==> src/design/chip_config_defines.svh <==
// offsets, field masks, reset values of the configuration bank
// assumes a 32-bit apb data path and byte addresses on paddr
`ifndef CHIP_CONFIG_DEFINES_SVH
`define CHIP_CONFIG_DEFINES_SVH
`define ADDR_W_DEF 12
`define OFF_WORD_ONE 12'h004
`define OFF_WORD_TWO 12'h008
`define OFF_GROUP_ZERO 12'h010
`define OFF_GROUP_ONE 12'h014
`define WORD_ONE_WMASK 32'h7003_df00
`define WORD_ONE_RMASK 32'h77ff_ffff
`define WORD_TWO_WMASK 32'h0000_3ffc
`define WORD_TWO_RMASK 32'h00f0_3ffc
`define WORD_ONE_RST 32'h0000_1000
`define WORD_TWO_RST 32'h0000_0000
`define GROUP_ZERO_W 16
`define GROUP_ZERO_MASK 16'hffbf
`define GROUP_ZERO_RST 16'h0000
`define GROUP_ONE_W 4
`define GROUP_ONE_MASK 4'hb
`define GROUP_ONE_RST 4'h0
`define SLOT_SELF 6
`define SLOT_CONFIG_CTRL 2
`define SLOT_EXT_AXI 0
`define SLOT_ENTIRE_APB 3
`define PROT_NONSECURE 1
`endif

==> src/design/chip_config_pkg.sv <==
// types shared by the configuration bank and its surroundings
// assumes the defines header supplies every numeric constant
package chip_config_pkg;
    typedef struct packed {
        logic sel;
        logic enable;
        logic write;
        logic [2:0] prot;
        logic [11:0] addr;
        logic [31:0] wdata;
    } apb_req_type;
    typedef struct packed {
        logic [31:0] rdata;
        logic ready;
        logic slverr;
    } apb_rsp_type;
    typedef struct packed {
        logic secure_noninvasive_debug_en;
        logic secure_invasive_debug_en;
        logic noninvasive_debug_en;
        logic invasive_debug_en;
    } debug_en_type;
    typedef struct packed {
        logic rsvd_31;
        logic [2:0] boot_remap_select;
        logic rsvd_27;
        logic [3:0] cluster_number;
        logic outer_cache_big_endian;
        logic [3:0] core_endian_config;
        logic [3:0] sysctl_coproc_write_lock;
        logic static_mem_space_guard_enable;
        logic outer_cache_enable;
        debug_en_type debug_en;
        logic rsvd_7;
        logic [3:0] memclk_pll_out_c_div;
        logic [2:0] memclk_pll_out_b_div_hi;
    } word_one_type;
    typedef struct packed {
        logic [7:0] rsvd_hi;
        logic [3:0] trace_clk_delay;
        logic [5:0] rsvd_mid;
        logic [3:0] compact_isa_exception_boot;
        logic [3:0] fast_irq_nonmaskable;
        logic [3:0] high_vector_select;
        logic [1:0] rsvd_lo;
    } word_two_type;
endpackage

==> src/design/chip_config_regs.sv <==
// configuration bank of the system config controller with port protection
// assumes an apb master on clk; pprot[1] high marks a non-secure access
`timescale 1ns/10ps
`include "chip_config_defines.svh"

//Function
//- only flagged fields accept apb writes
//- other bits read-only, writes leave them
//- reserved bits read zero, software preserves
//- word one [26:23] drives cluster number
//- bit 22 drives outer cache endianness
//- bits [21:18] drive core endianness bus
//- bits [17:14] drive coprocessor write lock
//- bit 13 enables static memory guard
//- bit 12 low bypasses outer cache
//- bits 11..8 drive four debug enables
//- bits [6:3] drive pll out-c divider
//- bits [2:0] drive out-b divider [3:1]
//- word two [23:20] drives trace delay
//- word two drives three per-core buses
//- protection low means secure-only port
//- protection high admits both kinds
//- controller own slot reads zero, ignores
//- group zero bit 2 gates this controller
//- group one bits 0,3 gate axi, apb
//- out-b divider bit 0 from earlier register
module chip_config_regs #(
    parameter int ADDR_W = `ADDR_W_DEF
) (
    input wire logic clk,
    input wire logic nrst,
    input wire chip_config_pkg::apb_req_type apb_req,
    output chip_config_pkg::apb_rsp_type apb_rsp,
    input wire logic memclk_pb_div_lsb,
    output logic [2:0] boot_remap_select,
    output logic [3:0] cluster_number,
    output logic outer_cache_big_endian,
    output logic [3:0] core_endian_config,
    output logic [3:0] sysctl_coproc_write_lock,
    output logic static_mem_space_guard_enable,
    output logic outer_cache_bypass,
    output chip_config_pkg::debug_en_type debug_en,
    output logic [3:0] memclk_pll_out_c_div,
    output logic [3:0] memclk_pll_out_b_div,
    output logic [3:0] trace_clk_delay,
    output logic [3:0] compact_isa_exception_boot,
    output logic [3:0] fast_irq_nonmaskable,
    output logic [3:0] high_vector_select,
    output logic [`GROUP_ZERO_W-1:0] port_protect_group_zero,
    output logic [`GROUP_ONE_W-1:0] port_protect_group_one
);
    import chip_config_pkg::*;

    generate
        if (ADDR_W != 12) begin : g_bad_addr
            $error("chip_config_regs: ADDR_W must match the 12-bit request");
        end
    endgenerate

    logic [31:0] word_one_q;
    logic [31:0] word_two_q;
    logic [`GROUP_ZERO_W-1:0] group_zero_q;
    logic [`GROUP_ONE_W-1:0] group_one_q;
    logic pb_lsb_q;
    logic [31:0] rdata_q;
    logic nonsecure;
    logic allowed;
    logic setup;
    logic access;
    logic wr_ok;
    logic hit_one;
    logic hit_two;
    logic hit_g0;
    logic hit_g1;
    logic mapped;
    logic [31:0] rd_value;
    word_one_type one_view;
    word_two_type two_view;

    assign setup = apb_req.sel && !apb_req.enable;
    assign access = apb_req.sel && apb_req.enable;
    assign nonsecure = apb_req.prot[`PROT_NONSECURE];
    assign hit_one = apb_req.addr == `OFF_WORD_ONE;
    assign hit_two = apb_req.addr == `OFF_WORD_TWO;
    assign hit_g0 = apb_req.addr == `OFF_GROUP_ZERO;
    assign hit_g1 = apb_req.addr == `OFF_GROUP_ONE;
    assign mapped = hit_one || hit_two || hit_g0 || hit_g1;

    // non-secure gating
    // the protection registers themselves never open to non-secure masters
    always_comb begin
        allowed = 1'b1;
        if (nonsecure) begin
            allowed = group_zero_q[`SLOT_CONFIG_CTRL] && group_one_q[`SLOT_ENTIRE_APB]
                && !(hit_g0 || hit_g1);
        end
    end

    assign wr_ok = access && apb_req.write && allowed;

    always_ff @(posedge clk or negedge nrst) begin
        if (!nrst) begin
            word_one_q <= `WORD_ONE_RST;
        end else if (wr_ok && hit_one) begin
            word_one_q <= (word_one_q & ~`WORD_ONE_WMASK)
                | (apb_req.wdata & `WORD_ONE_WMASK);
        end
    end

    always_ff @(posedge clk or negedge nrst) begin
        if (!nrst) begin
            word_two_q <= `WORD_TWO_RST;
        end else if (wr_ok && hit_two) begin
            word_two_q <= (word_two_q & ~`WORD_TWO_WMASK)
                | (apb_req.wdata & `WORD_TWO_WMASK);
        end
    end

    always_ff @(posedge clk or negedge nrst) begin
        if (!nrst) begin
            group_zero_q <= `GROUP_ZERO_RST;
        end else if (wr_ok && hit_g0) begin
            group_zero_q <= apb_req.wdata[`GROUP_ZERO_W-1:0] & `GROUP_ZERO_MASK;
        end
    end

    always_ff @(posedge clk or negedge nrst) begin
        if (!nrst) begin
            group_one_q <= `GROUP_ONE_RST;
        end else if (wr_ok && hit_g1) begin
            group_one_q <= apb_req.wdata[`GROUP_ONE_W-1:0] & `GROUP_ONE_MASK;
        end
    end

    // divider lsb captured
    // the lsb lives in another register; it is reflopped so all bits move together
    always_ff @(posedge clk or negedge nrst) begin
        if (!nrst) begin
            pb_lsb_q <= 1'b0;
        end else begin
            pb_lsb_q <= memclk_pb_div_lsb;
        end
    end

    always_comb begin
        rd_value = 32'h0000_0000;
        if (allowed) begin
            if (hit_one) begin
                rd_value = word_one_q & `WORD_ONE_RMASK;
            end else if (hit_two) begin
                rd_value = word_two_q & `WORD_TWO_RMASK;
            end else if (hit_g0) begin
                rd_value = {16'h0000, group_zero_q};
            end else if (hit_g1) begin
                rd_value = {28'h000_0000, group_one_q};
            end
        end
    end

    // read data is taken in the setup phase so it leaves a flop
    always_ff @(posedge clk or negedge nrst) begin
        if (!nrst) begin
            rdata_q <= 32'h0000_0000;
        end else if (setup) begin
            rdata_q <= rd_value;
        end
    end

    assign apb_rsp.rdata = rdata_q;
    assign apb_rsp.ready = 1'b1;
    assign apb_rsp.slverr = access && (!allowed || !mapped);

    assign one_view = word_one_type'(word_one_q);
    assign two_view = word_two_type'(word_two_q);

    assign boot_remap_select = one_view.boot_remap_select;
    assign cluster_number = one_view.cluster_number;
    assign outer_cache_big_endian = one_view.outer_cache_big_endian;
    assign core_endian_config = one_view.core_endian_config;
    assign sysctl_coproc_write_lock = one_view.sysctl_coproc_write_lock;
    assign static_mem_space_guard_enable = one_view.static_mem_space_guard_enable;
    assign outer_cache_bypass = !one_view.outer_cache_enable;
    assign debug_en = one_view.debug_en;
    assign memclk_pll_out_c_div = one_view.memclk_pll_out_c_div;
    assign memclk_pll_out_b_div = {one_view.memclk_pll_out_b_div_hi, pb_lsb_q};
    assign trace_clk_delay = two_view.trace_clk_delay;
    assign compact_isa_exception_boot = two_view.compact_isa_exception_boot;
    assign fast_irq_nonmaskable = two_view.fast_irq_nonmaskable;
    assign high_vector_select = two_view.high_vector_select;
    assign port_protect_group_zero = group_zero_q;
    assign port_protect_group_one = group_one_q;

    a_wr_one_field: assert property (@(posedge clk) disable iff (!nrst)
        (wr_ok && hit_one) |=> ((word_one_q & `WORD_ONE_WMASK)
            == ($past(apb_req.wdata) & `WORD_ONE_WMASK)))
        else $error("word one writable field missed the write");

    a_ro_bits_hold: assert property (@(posedge clk) disable iff (!nrst)
        ($stable(word_one_q & ~`WORD_ONE_WMASK))
        && ($stable(word_two_q & ~`WORD_TWO_WMASK)))
        else $error("read-only bit changed");

    a_rsvd_read_zero: assert property (@(posedge clk) disable iff (!nrst)
        (setup && hit_two) |=> (rdata_q[31:24] == 8'h00 && rdata_q[19:14] == 6'h00
            && rdata_q[1:0] == 2'h0))
        else $error("reserved bits of word two read nonzero");

    a_cache_bypass: assert property (@(posedge clk) disable iff (!nrst)
        (wr_ok && hit_one) |=> (outer_cache_bypass == !$past(apb_req.wdata[12])))
        else $error("cache bypass does not follow written bit");

    a_pb_divider: assert property (@(posedge clk) disable iff (!nrst)
        memclk_pll_out_b_div == {word_one_q[2:0], $past(memclk_pb_div_lsb)})
        else $error("out-b divider assembled wrongly");

    a_self_slot: assert property (@(posedge clk) disable iff (!nrst)
        (wr_ok && hit_g0) |=> (port_protect_group_zero[`SLOT_SELF] == 1'b0)
            && (port_protect_group_zero[5:0] == $past(apb_req.wdata[5:0])))
        else $error("protection own slot accepted a write");

    a_nsec_refused: assert property (@(posedge clk) disable iff (!nrst)
        (access && nonsecure && !group_zero_q[`SLOT_CONFIG_CTRL])
            |-> (apb_rsp.slverr && !wr_ok))
        else $error("non-secure access not refused");

    a_refused_rdata: assert property (@(posedge clk) disable iff (!nrst)
        (setup && !allowed) |=> (rdata_q == 32'h0000_0000))
        else $error("refused read leaked data");

    a_apb_gate: assert property (@(posedge clk) disable iff (!nrst)
        (access && apb_req.write && nonsecure && !group_one_q[`SLOT_ENTIRE_APB])
            |=> $stable(word_two_q))
        else $error("write passed a closed apb gate");

    a_out_latency: assert property (@(posedge clk) disable iff (!nrst)
        (wr_ok && hit_two) |=> (high_vector_select == $past(apb_req.wdata[5:2]))
            ##1 ($stable(high_vector_select) || $past(wr_ok && hit_two)))
        else $error("high vector output late or wrong");

    a_remap_write: assert property (@(posedge clk) disable iff (!nrst)
        (wr_ok && hit_one) |=> (boot_remap_select == $past(apb_req.wdata[30:28])))
        else $error("remap bus missed the write");

    a_cluster_map: assert property (@(posedge clk) disable iff (!nrst)
        cluster_number == word_one_q[26:23])
        else $error("cluster number off its field");

    a_cache_endian: assert property (@(posedge clk) disable iff (!nrst)
        outer_cache_big_endian == word_one_q[22])
        else $error("cache endianness off its bit");

    a_core_endian: assert property (@(posedge clk) disable iff (!nrst)
        core_endian_config == word_one_q[21:18])
        else $error("core endianness off its field");

    a_coproc_lock: assert property (@(posedge clk) disable iff (!nrst)
        sysctl_coproc_write_lock == word_one_q[17:14])
        else $error("coprocessor lock off its field");

    a_guard_enable: assert property (@(posedge clk) disable iff (!nrst)
        static_mem_space_guard_enable == word_one_q[13])
        else $error("memory guard enable off its bit");

    a_debug_enables: assert property (@(posedge clk) disable iff (!nrst)
        debug_en.secure_noninvasive_debug_en == word_one_q[11]
            && debug_en.secure_invasive_debug_en == word_one_q[10]
            && debug_en.noninvasive_debug_en == word_one_q[9]
            && debug_en.invasive_debug_en == word_one_q[8])
        else $error("debug enables out of order");

    a_out_c_div: assert property (@(posedge clk) disable iff (!nrst)
        memclk_pll_out_c_div == word_one_q[6:3])
        else $error("out-c divider off its field");

    a_trace_delay: assert property (@(posedge clk) disable iff (!nrst)
        trace_clk_delay == word_two_q[23:20])
        else $error("trace delay off its field");

    a_isa_boot: assert property (@(posedge clk) disable iff (!nrst)
        compact_isa_exception_boot == word_two_q[13:10])
        else $error("exception boot bus off its field");

    a_fiq_nmi: assert property (@(posedge clk) disable iff (!nrst)
        fast_irq_nonmaskable == word_two_q[9:6])
        else $error("fast irq bus off its field");

    a_vector_lsb: assert property (@(posedge clk) disable iff (!nrst)
        (wr_ok && hit_two) |=> (word_two_q[2] == $past(apb_req.wdata[2])))
        else $error("word two bit 2 missed the write");

    a_group_one_write: assert property (@(posedge clk) disable iff (!nrst)
        (wr_ok && hit_g1) |=> (port_protect_group_one == ($past(apb_req.wdata[3:0]) & `GROUP_ONE_MASK)))
        else $error("protection group one missed the write");

    c_write_one: cover property (@(posedge clk) disable iff (!nrst)
        wr_ok && hit_one ##[1:3] access && !apb_req.write && hit_one);
    c_nsec_open: cover property (@(posedge clk) disable iff (!nrst)
        access && nonsecure && allowed && hit_two);
    c_refused: cover property (@(posedge clk) disable iff (!nrst)
        access && apb_rsp.slverr);
    c_gate_open: cover property (@(posedge clk) disable iff (!nrst)
        $rose(group_zero_q[`SLOT_CONFIG_CTRL]));
endmodule // chip_config_regs

==> config.mk <==
export PLATFORM = sky130hd
export DESIGN_NAME = chip_config_regs
export DESIGN_NICKNAME = d
export VERILOG_FILES = /design/src/design/chip_config_pkg.sv /design/src/design/chip_config_regs.sv
export VERILOG_INCLUDE_DIRS = /design/src /design/src/design
export SDC_FILE = /design/constraint.sdc
export NUM_CORES = 1
export LEC_CHECK = 0
export ABC_AREA = 1
export BUFFER_PORTS_ARGS = -buffer_cell sky130_fd_sc_hd__buf_2
export CAP_MARGIN = 30
export CORE_ASPECT_RATIO = 0.7
export CORE_MARGIN = 2
export CORE_UTILIZATION = 36
export DETAILED_ROUTE_END_ITERATION = 8
export PLACE_DENSITY_LB_ADDON = 0.25
export SLEW_MARGIN = 20
export SYNTH_ARGS = -nofsm -noshare
export SYNTH_HDL_FRONTEND = slang
export SYNTH_SLANG_ARGS = --single-unit
==> constraint.sdc <==
create_clock -name clk -period 2.9 [get_ports clk]
set_input_delay 0.58 -clock clk [delete_from_list [all_inputs] [get_ports clk]]
set_output_delay 0.58 -clock clk [all_outputs]
set_load 0.02 [all_outputs]
== After elaboration in Yosys (flattened, before gate mapping) ==
Index checks and enable logic that the tools add are counted.

* Equal/unequal tests: 4
* Multiplexer cells: 6
* Bitwise gates (word level): 2
* Reductions and logical operators: 21

{| class="wikitable"
|+ Operators by type and width
! kind !! number
|-
| $mux W32 || 3
|-
| $or A32 B14 Y32 || 1
|-
| $or A32 B31 Y32 || 1
|-
| $eq A12 B5 Y1 const B || 2
|-
| $mux W16 || 1
|-
| $eq A12 B3 Y1 const B || 1
|-
| $eq A12 B4 Y1 const B || 1
|-
| $logic_and A1 B1 Y1 || 11
|-
| $logic_not A1 Y1 || 5
|-
| $logic_or A1 B1 Y1 || 5
|-
| $mux W4 || 1
|-
| $mux W1 || 1
|}

* Flip-flop bits (word level): 115
* Input bits: 53
* Output and inout bits: 100
* Word-level logic and storage cells: 39

== Longest topological paths before layout ==
* Word-level depth: 8
* Mapped depth: 11
* Gate-level depth less buffers: 11

== Worst setup path after synthesis ==
OpenSTA, ideal clock, no wires.

* Kind: input to output
* Start point: in apb_req[41] (netlist name)
* End point: out apb_rsp[0] (netlist name)
* Arrival time: 1.709 ns
* Data required time: 2.320 ns
* Slack: 0.611 ns
* Stages on the path: 8
* Path buffers: 1
* Cells stage by stage: nor2_1 -> nand2_2 -> nor2_4 -> nand2_2 -> nand2_2 -> nand2_4 -> buf_2 -> a21oi_1

{| class="wikitable"
|+ RTL lines
! element !! RTL line !! text
|-
| from (decl) || chip_config_regs.sv:32 || <nowiki>input wire chip_config_pkg::apb_req_type apb_req,</nowiki>
|-
| to (decl) || chip_config_regs.sv:33 || <nowiki>output chip_config_pkg::apb_rsp_type apb_rsp,</nowiki>
|}

==> results_dict.tcl <==
set metrics [dict create \
    status "completed" \
    firstDrtPassIters 4 \
    cp_data_required_time_ps 2320 \
    grt_max_degree 40 \
    grt.total_usage 0.162 \
    rr_startpoint "port_protect_group_zero[2]" \
    placed_cells 605 \
    hpwl_mm 5.99 \
    num_vias 2728 \
    slew_headroom 0.513 \
    clockBufferDepth 2 \
    rsz0062_at_grt "false" \
    drt_iter0_drc 96 \
    critPathMaxFanout 16 \
    layout.cells.non_filler 621 \
    die_w_um 122 \
    end_kind "primary output" \
    synthDistinctLibCells 28 \
    rows 30 \
    layout_worst_path_cycle_share 0.816 \
    worst_path_dominant_cell_family "simple AND/OR/NAND/NOR gates" \
    crit_path_max_incr_delay_ps 180 \
    setup_tns_ps 0 \
    finalCriticalPeriod_ps 2370 \
    maxCapViolations 0 \
    nNetsFinal 541 \
    regToRegSetupSlack_ps 1210 \
    die_area_mm2 0.0105 \
    clk_pin_slew_worst_paths_ps 50 \
    core-area_mm2 0.00957 \
    netlist_area_mm2 0.00349 \
    yosys.area.top_type_share 0.459 \
    ioPinCount 153 \
    worst_pin_slew_ps 730 \
    ant_nets 0 \
    clock_latency_ps 330 \
    critical-path-slowest-cell "a21oi_1" \
    vias_per_cell 4.39 \
    cts_made_buffers 9 \
    cts.htree.levels 3 \
    worstPathCellList "buf_2 -> nor2_1 -> nand2_2 -> nor2_4 -> nand2_2 -> nand2_2 -> nand2_4 -> a21oi_1 -> buf_2" \
    route.detailed.drc 0 \
    cts_tree "yes" \
    criticalPathCategory "input port to primary output" \
    avgSynthCellArea_um2 8.82 \
    ctsHoldBuffers 0 \
    nFillCells 986 \
    arrival_ps 1790 \
    clockRootBuffer "clkbuf_16" \
    wl_mm 8.03 \
    die_y_um 86.4 \
    hp-class "input port to asynchronous set/reset pin" \
    clock_sinks 65 \
    ys_warn_count 0 \
    critPathBufInv 2 \
    p_per_area_mw_per_mm2 491 \
    yosysSeqAreaShare 0.466 \
    power_w 0.00204 \
    clock_skew_ps 7.40 \
    ctsResizeCount 0 \
    peakVddDrop_uv 191 \
    drive_gt1_frac 0.394 \
    r2r_end "port_protect_group_zero[12]" \
    io_buffers 109 \
    synth_seq_cells 65 \
    gp_congestion 0.835 \
    fmax_mhz 423 \
    yosysTopAreaCell "dfrtp_1" \
    grt_first_pass_wirelength_mm 12.9 \
    hold_viol 0 \
    setup_viol 0 \
    dpl_cell_area_mm2 0.00388 \
    antenna_cells 0 \
    netlist_instances 396 \
    antenna_found_initial 0 \
    grt_pass1_vias 2558 \
    grt_overflow_total 0 \
    cts_setup_buffers 0 \
    drt-wirelength-per-cell_um 12.9 \
    design_area_mm2 0.00416 \
    power.leakage_nw 2.35 \
    yosys-top-cells-area "dfrtp_1 46%, nand2_1 10%, buf_4 9.9%" \
    cp_common_cell "nand2_2" \
    area_growth_pct 19.0 \
    start_util 0.365 \
    start_kind "input port" \
    slew_violations 0 \
    worstRegToRegCells 7 \
]
## synth_stat cells
cell type,instances
nand2_1,95
dfrtp_1,64
buf_4,46
inv_1,41
o21ai_2,37
nand3_1,28
nand2_2,16
o21ai_0,16
nor2_1,11
buf_6,5
o21ai_1,5
clkbuf_1,4
nand4_1,4
nand3_4,3
nor2_2,3
buf_2,2
buf_8,2
clkinv_2,2
conb_1,2
nor2_4,2
a21oi_1,1
dfstp_2,1
inv_2,1
nand2_4,1
nor3_1,1
nor3_2,1
o21bai_1,1
or2_2,1
## placed cells by master (no fill, tap or decap)
| cell type | count |
|---|---|
| dfstp_2 | 1 |
| o21ai_0 | 16 |
| nand2_1 | 95 |
| nor2_4 | 2 |
| nor2_1 | 11 |
| nor3_2 | 1 |
| dfrtp_1 | 64 |
| buf_12 | 1 |
| o21ai_2 | 37 |
| nor2_2 | 3 |
| a21oi_1 | 1 |
| o21bai_1 | 1 |
| or2_2 | 1 |
| nand3_1 | 28 |
| conb_1 | 30 |
| nand2_2 | 16 |
| clkinv_2 | 5 |
| nand4_1 | 4 |
| inv_2 | 1 |
| buf_2 | 109 |
| clkbuf_8 | 2 |
| clkbuf_16 | 9 |
| nand3_4 | 3 |
| nand2_4 | 1 |
| clkbuf_1 | 2 |
| buf_4 | 2 |
| inv_1 | 41 |
| nor3_1 | 1 |
| o21ai_1 | 5 |
## worst register-to-register path: cells and delay by family (launching register included)
kind | cells | cell delay, ps
AO/OA/AOI/OAI | 1 | 70
buffers and inverters | 1 | 60
flip-flops | 1 | 410
AND/OR/NAND/NOR | 5 | 1010
## stage by stage
step                 util  worst slack (ps)  hold slack [ps]
floorplan               -               611              284
global placement    0.405               547              463
detailed placement  0.405               517              463
CTS                 0.434               513              294
global route        0.434               413              321
finish              0.434               534              269
## worst max-delay path by stage
stage	start	end	slack, ps	cells after the start
2_1_floorplan	apb_req[41]	apb_rsp[0]	610	8
3_3_place_gp	apb_req[41]	apb_rsp[0]	550	9
3_5_place_dp	apb_req[39]	apb_rsp[0]	520	9
4_1_cts	apb_req[39]	apb_rsp[0]	510	9
5_1_grt	apb_req[39]	apb_rsp[0]	410	9
6_report	apb_req[39]	apb_rsp[0]	530	9
## power by group
group / internal (W) / total, W / switching (W)
registers: 0.000909 / 0.000910 / 0.000000499
logic: 0.0000312 / 0.000135 / 0.000104
clock network: 0.000620 / 0.000996 / 0.000376
total: 0.00156 / 0.00204 / 0.000480
## registers in the layout (all words and copies together), names as in the netlist
signal and flops:
two_view 12, port_protect_group_zero 15, one_view 12, pb_lsb_q 1
rdata_q 22, port_protect_group_one 3
## per-layer routing
layer  vias to the layer above  track usage  part of all wire
met5                         -            0                 0
met4                         0       0.0470             0.013
met3                         9       0.0500             0.079
met2                       104        0.236              0.41
met1                      1252        0.232              0.50
li1                       1363            -                 -
## cells by family after synthesis
kind of cell	after synthesis	synth area share
other cells	2	0.00215
buf+inv	103	0.179
flops	65	0.466
simple gates	166	0.226
compound gates	60	0.127
## area by class of cell
cell class / count / area (um^2) / share of cell area
Timing Repair Buffer: 112 / 581 / 0.140
Clock buffer: 13 / 260 / 0.0626
Sequential cell: 65 / 1630 / 0.392
Inverter: 44 / 168 / 0.0403
Clock inverter: 3 / 15.0 / 0.00361
Multi-Input combinational cell: 256 / 1340 / 0.323
Tap cell: 128 / 160 / 0.0385
(Power assumes the default switching activity.)
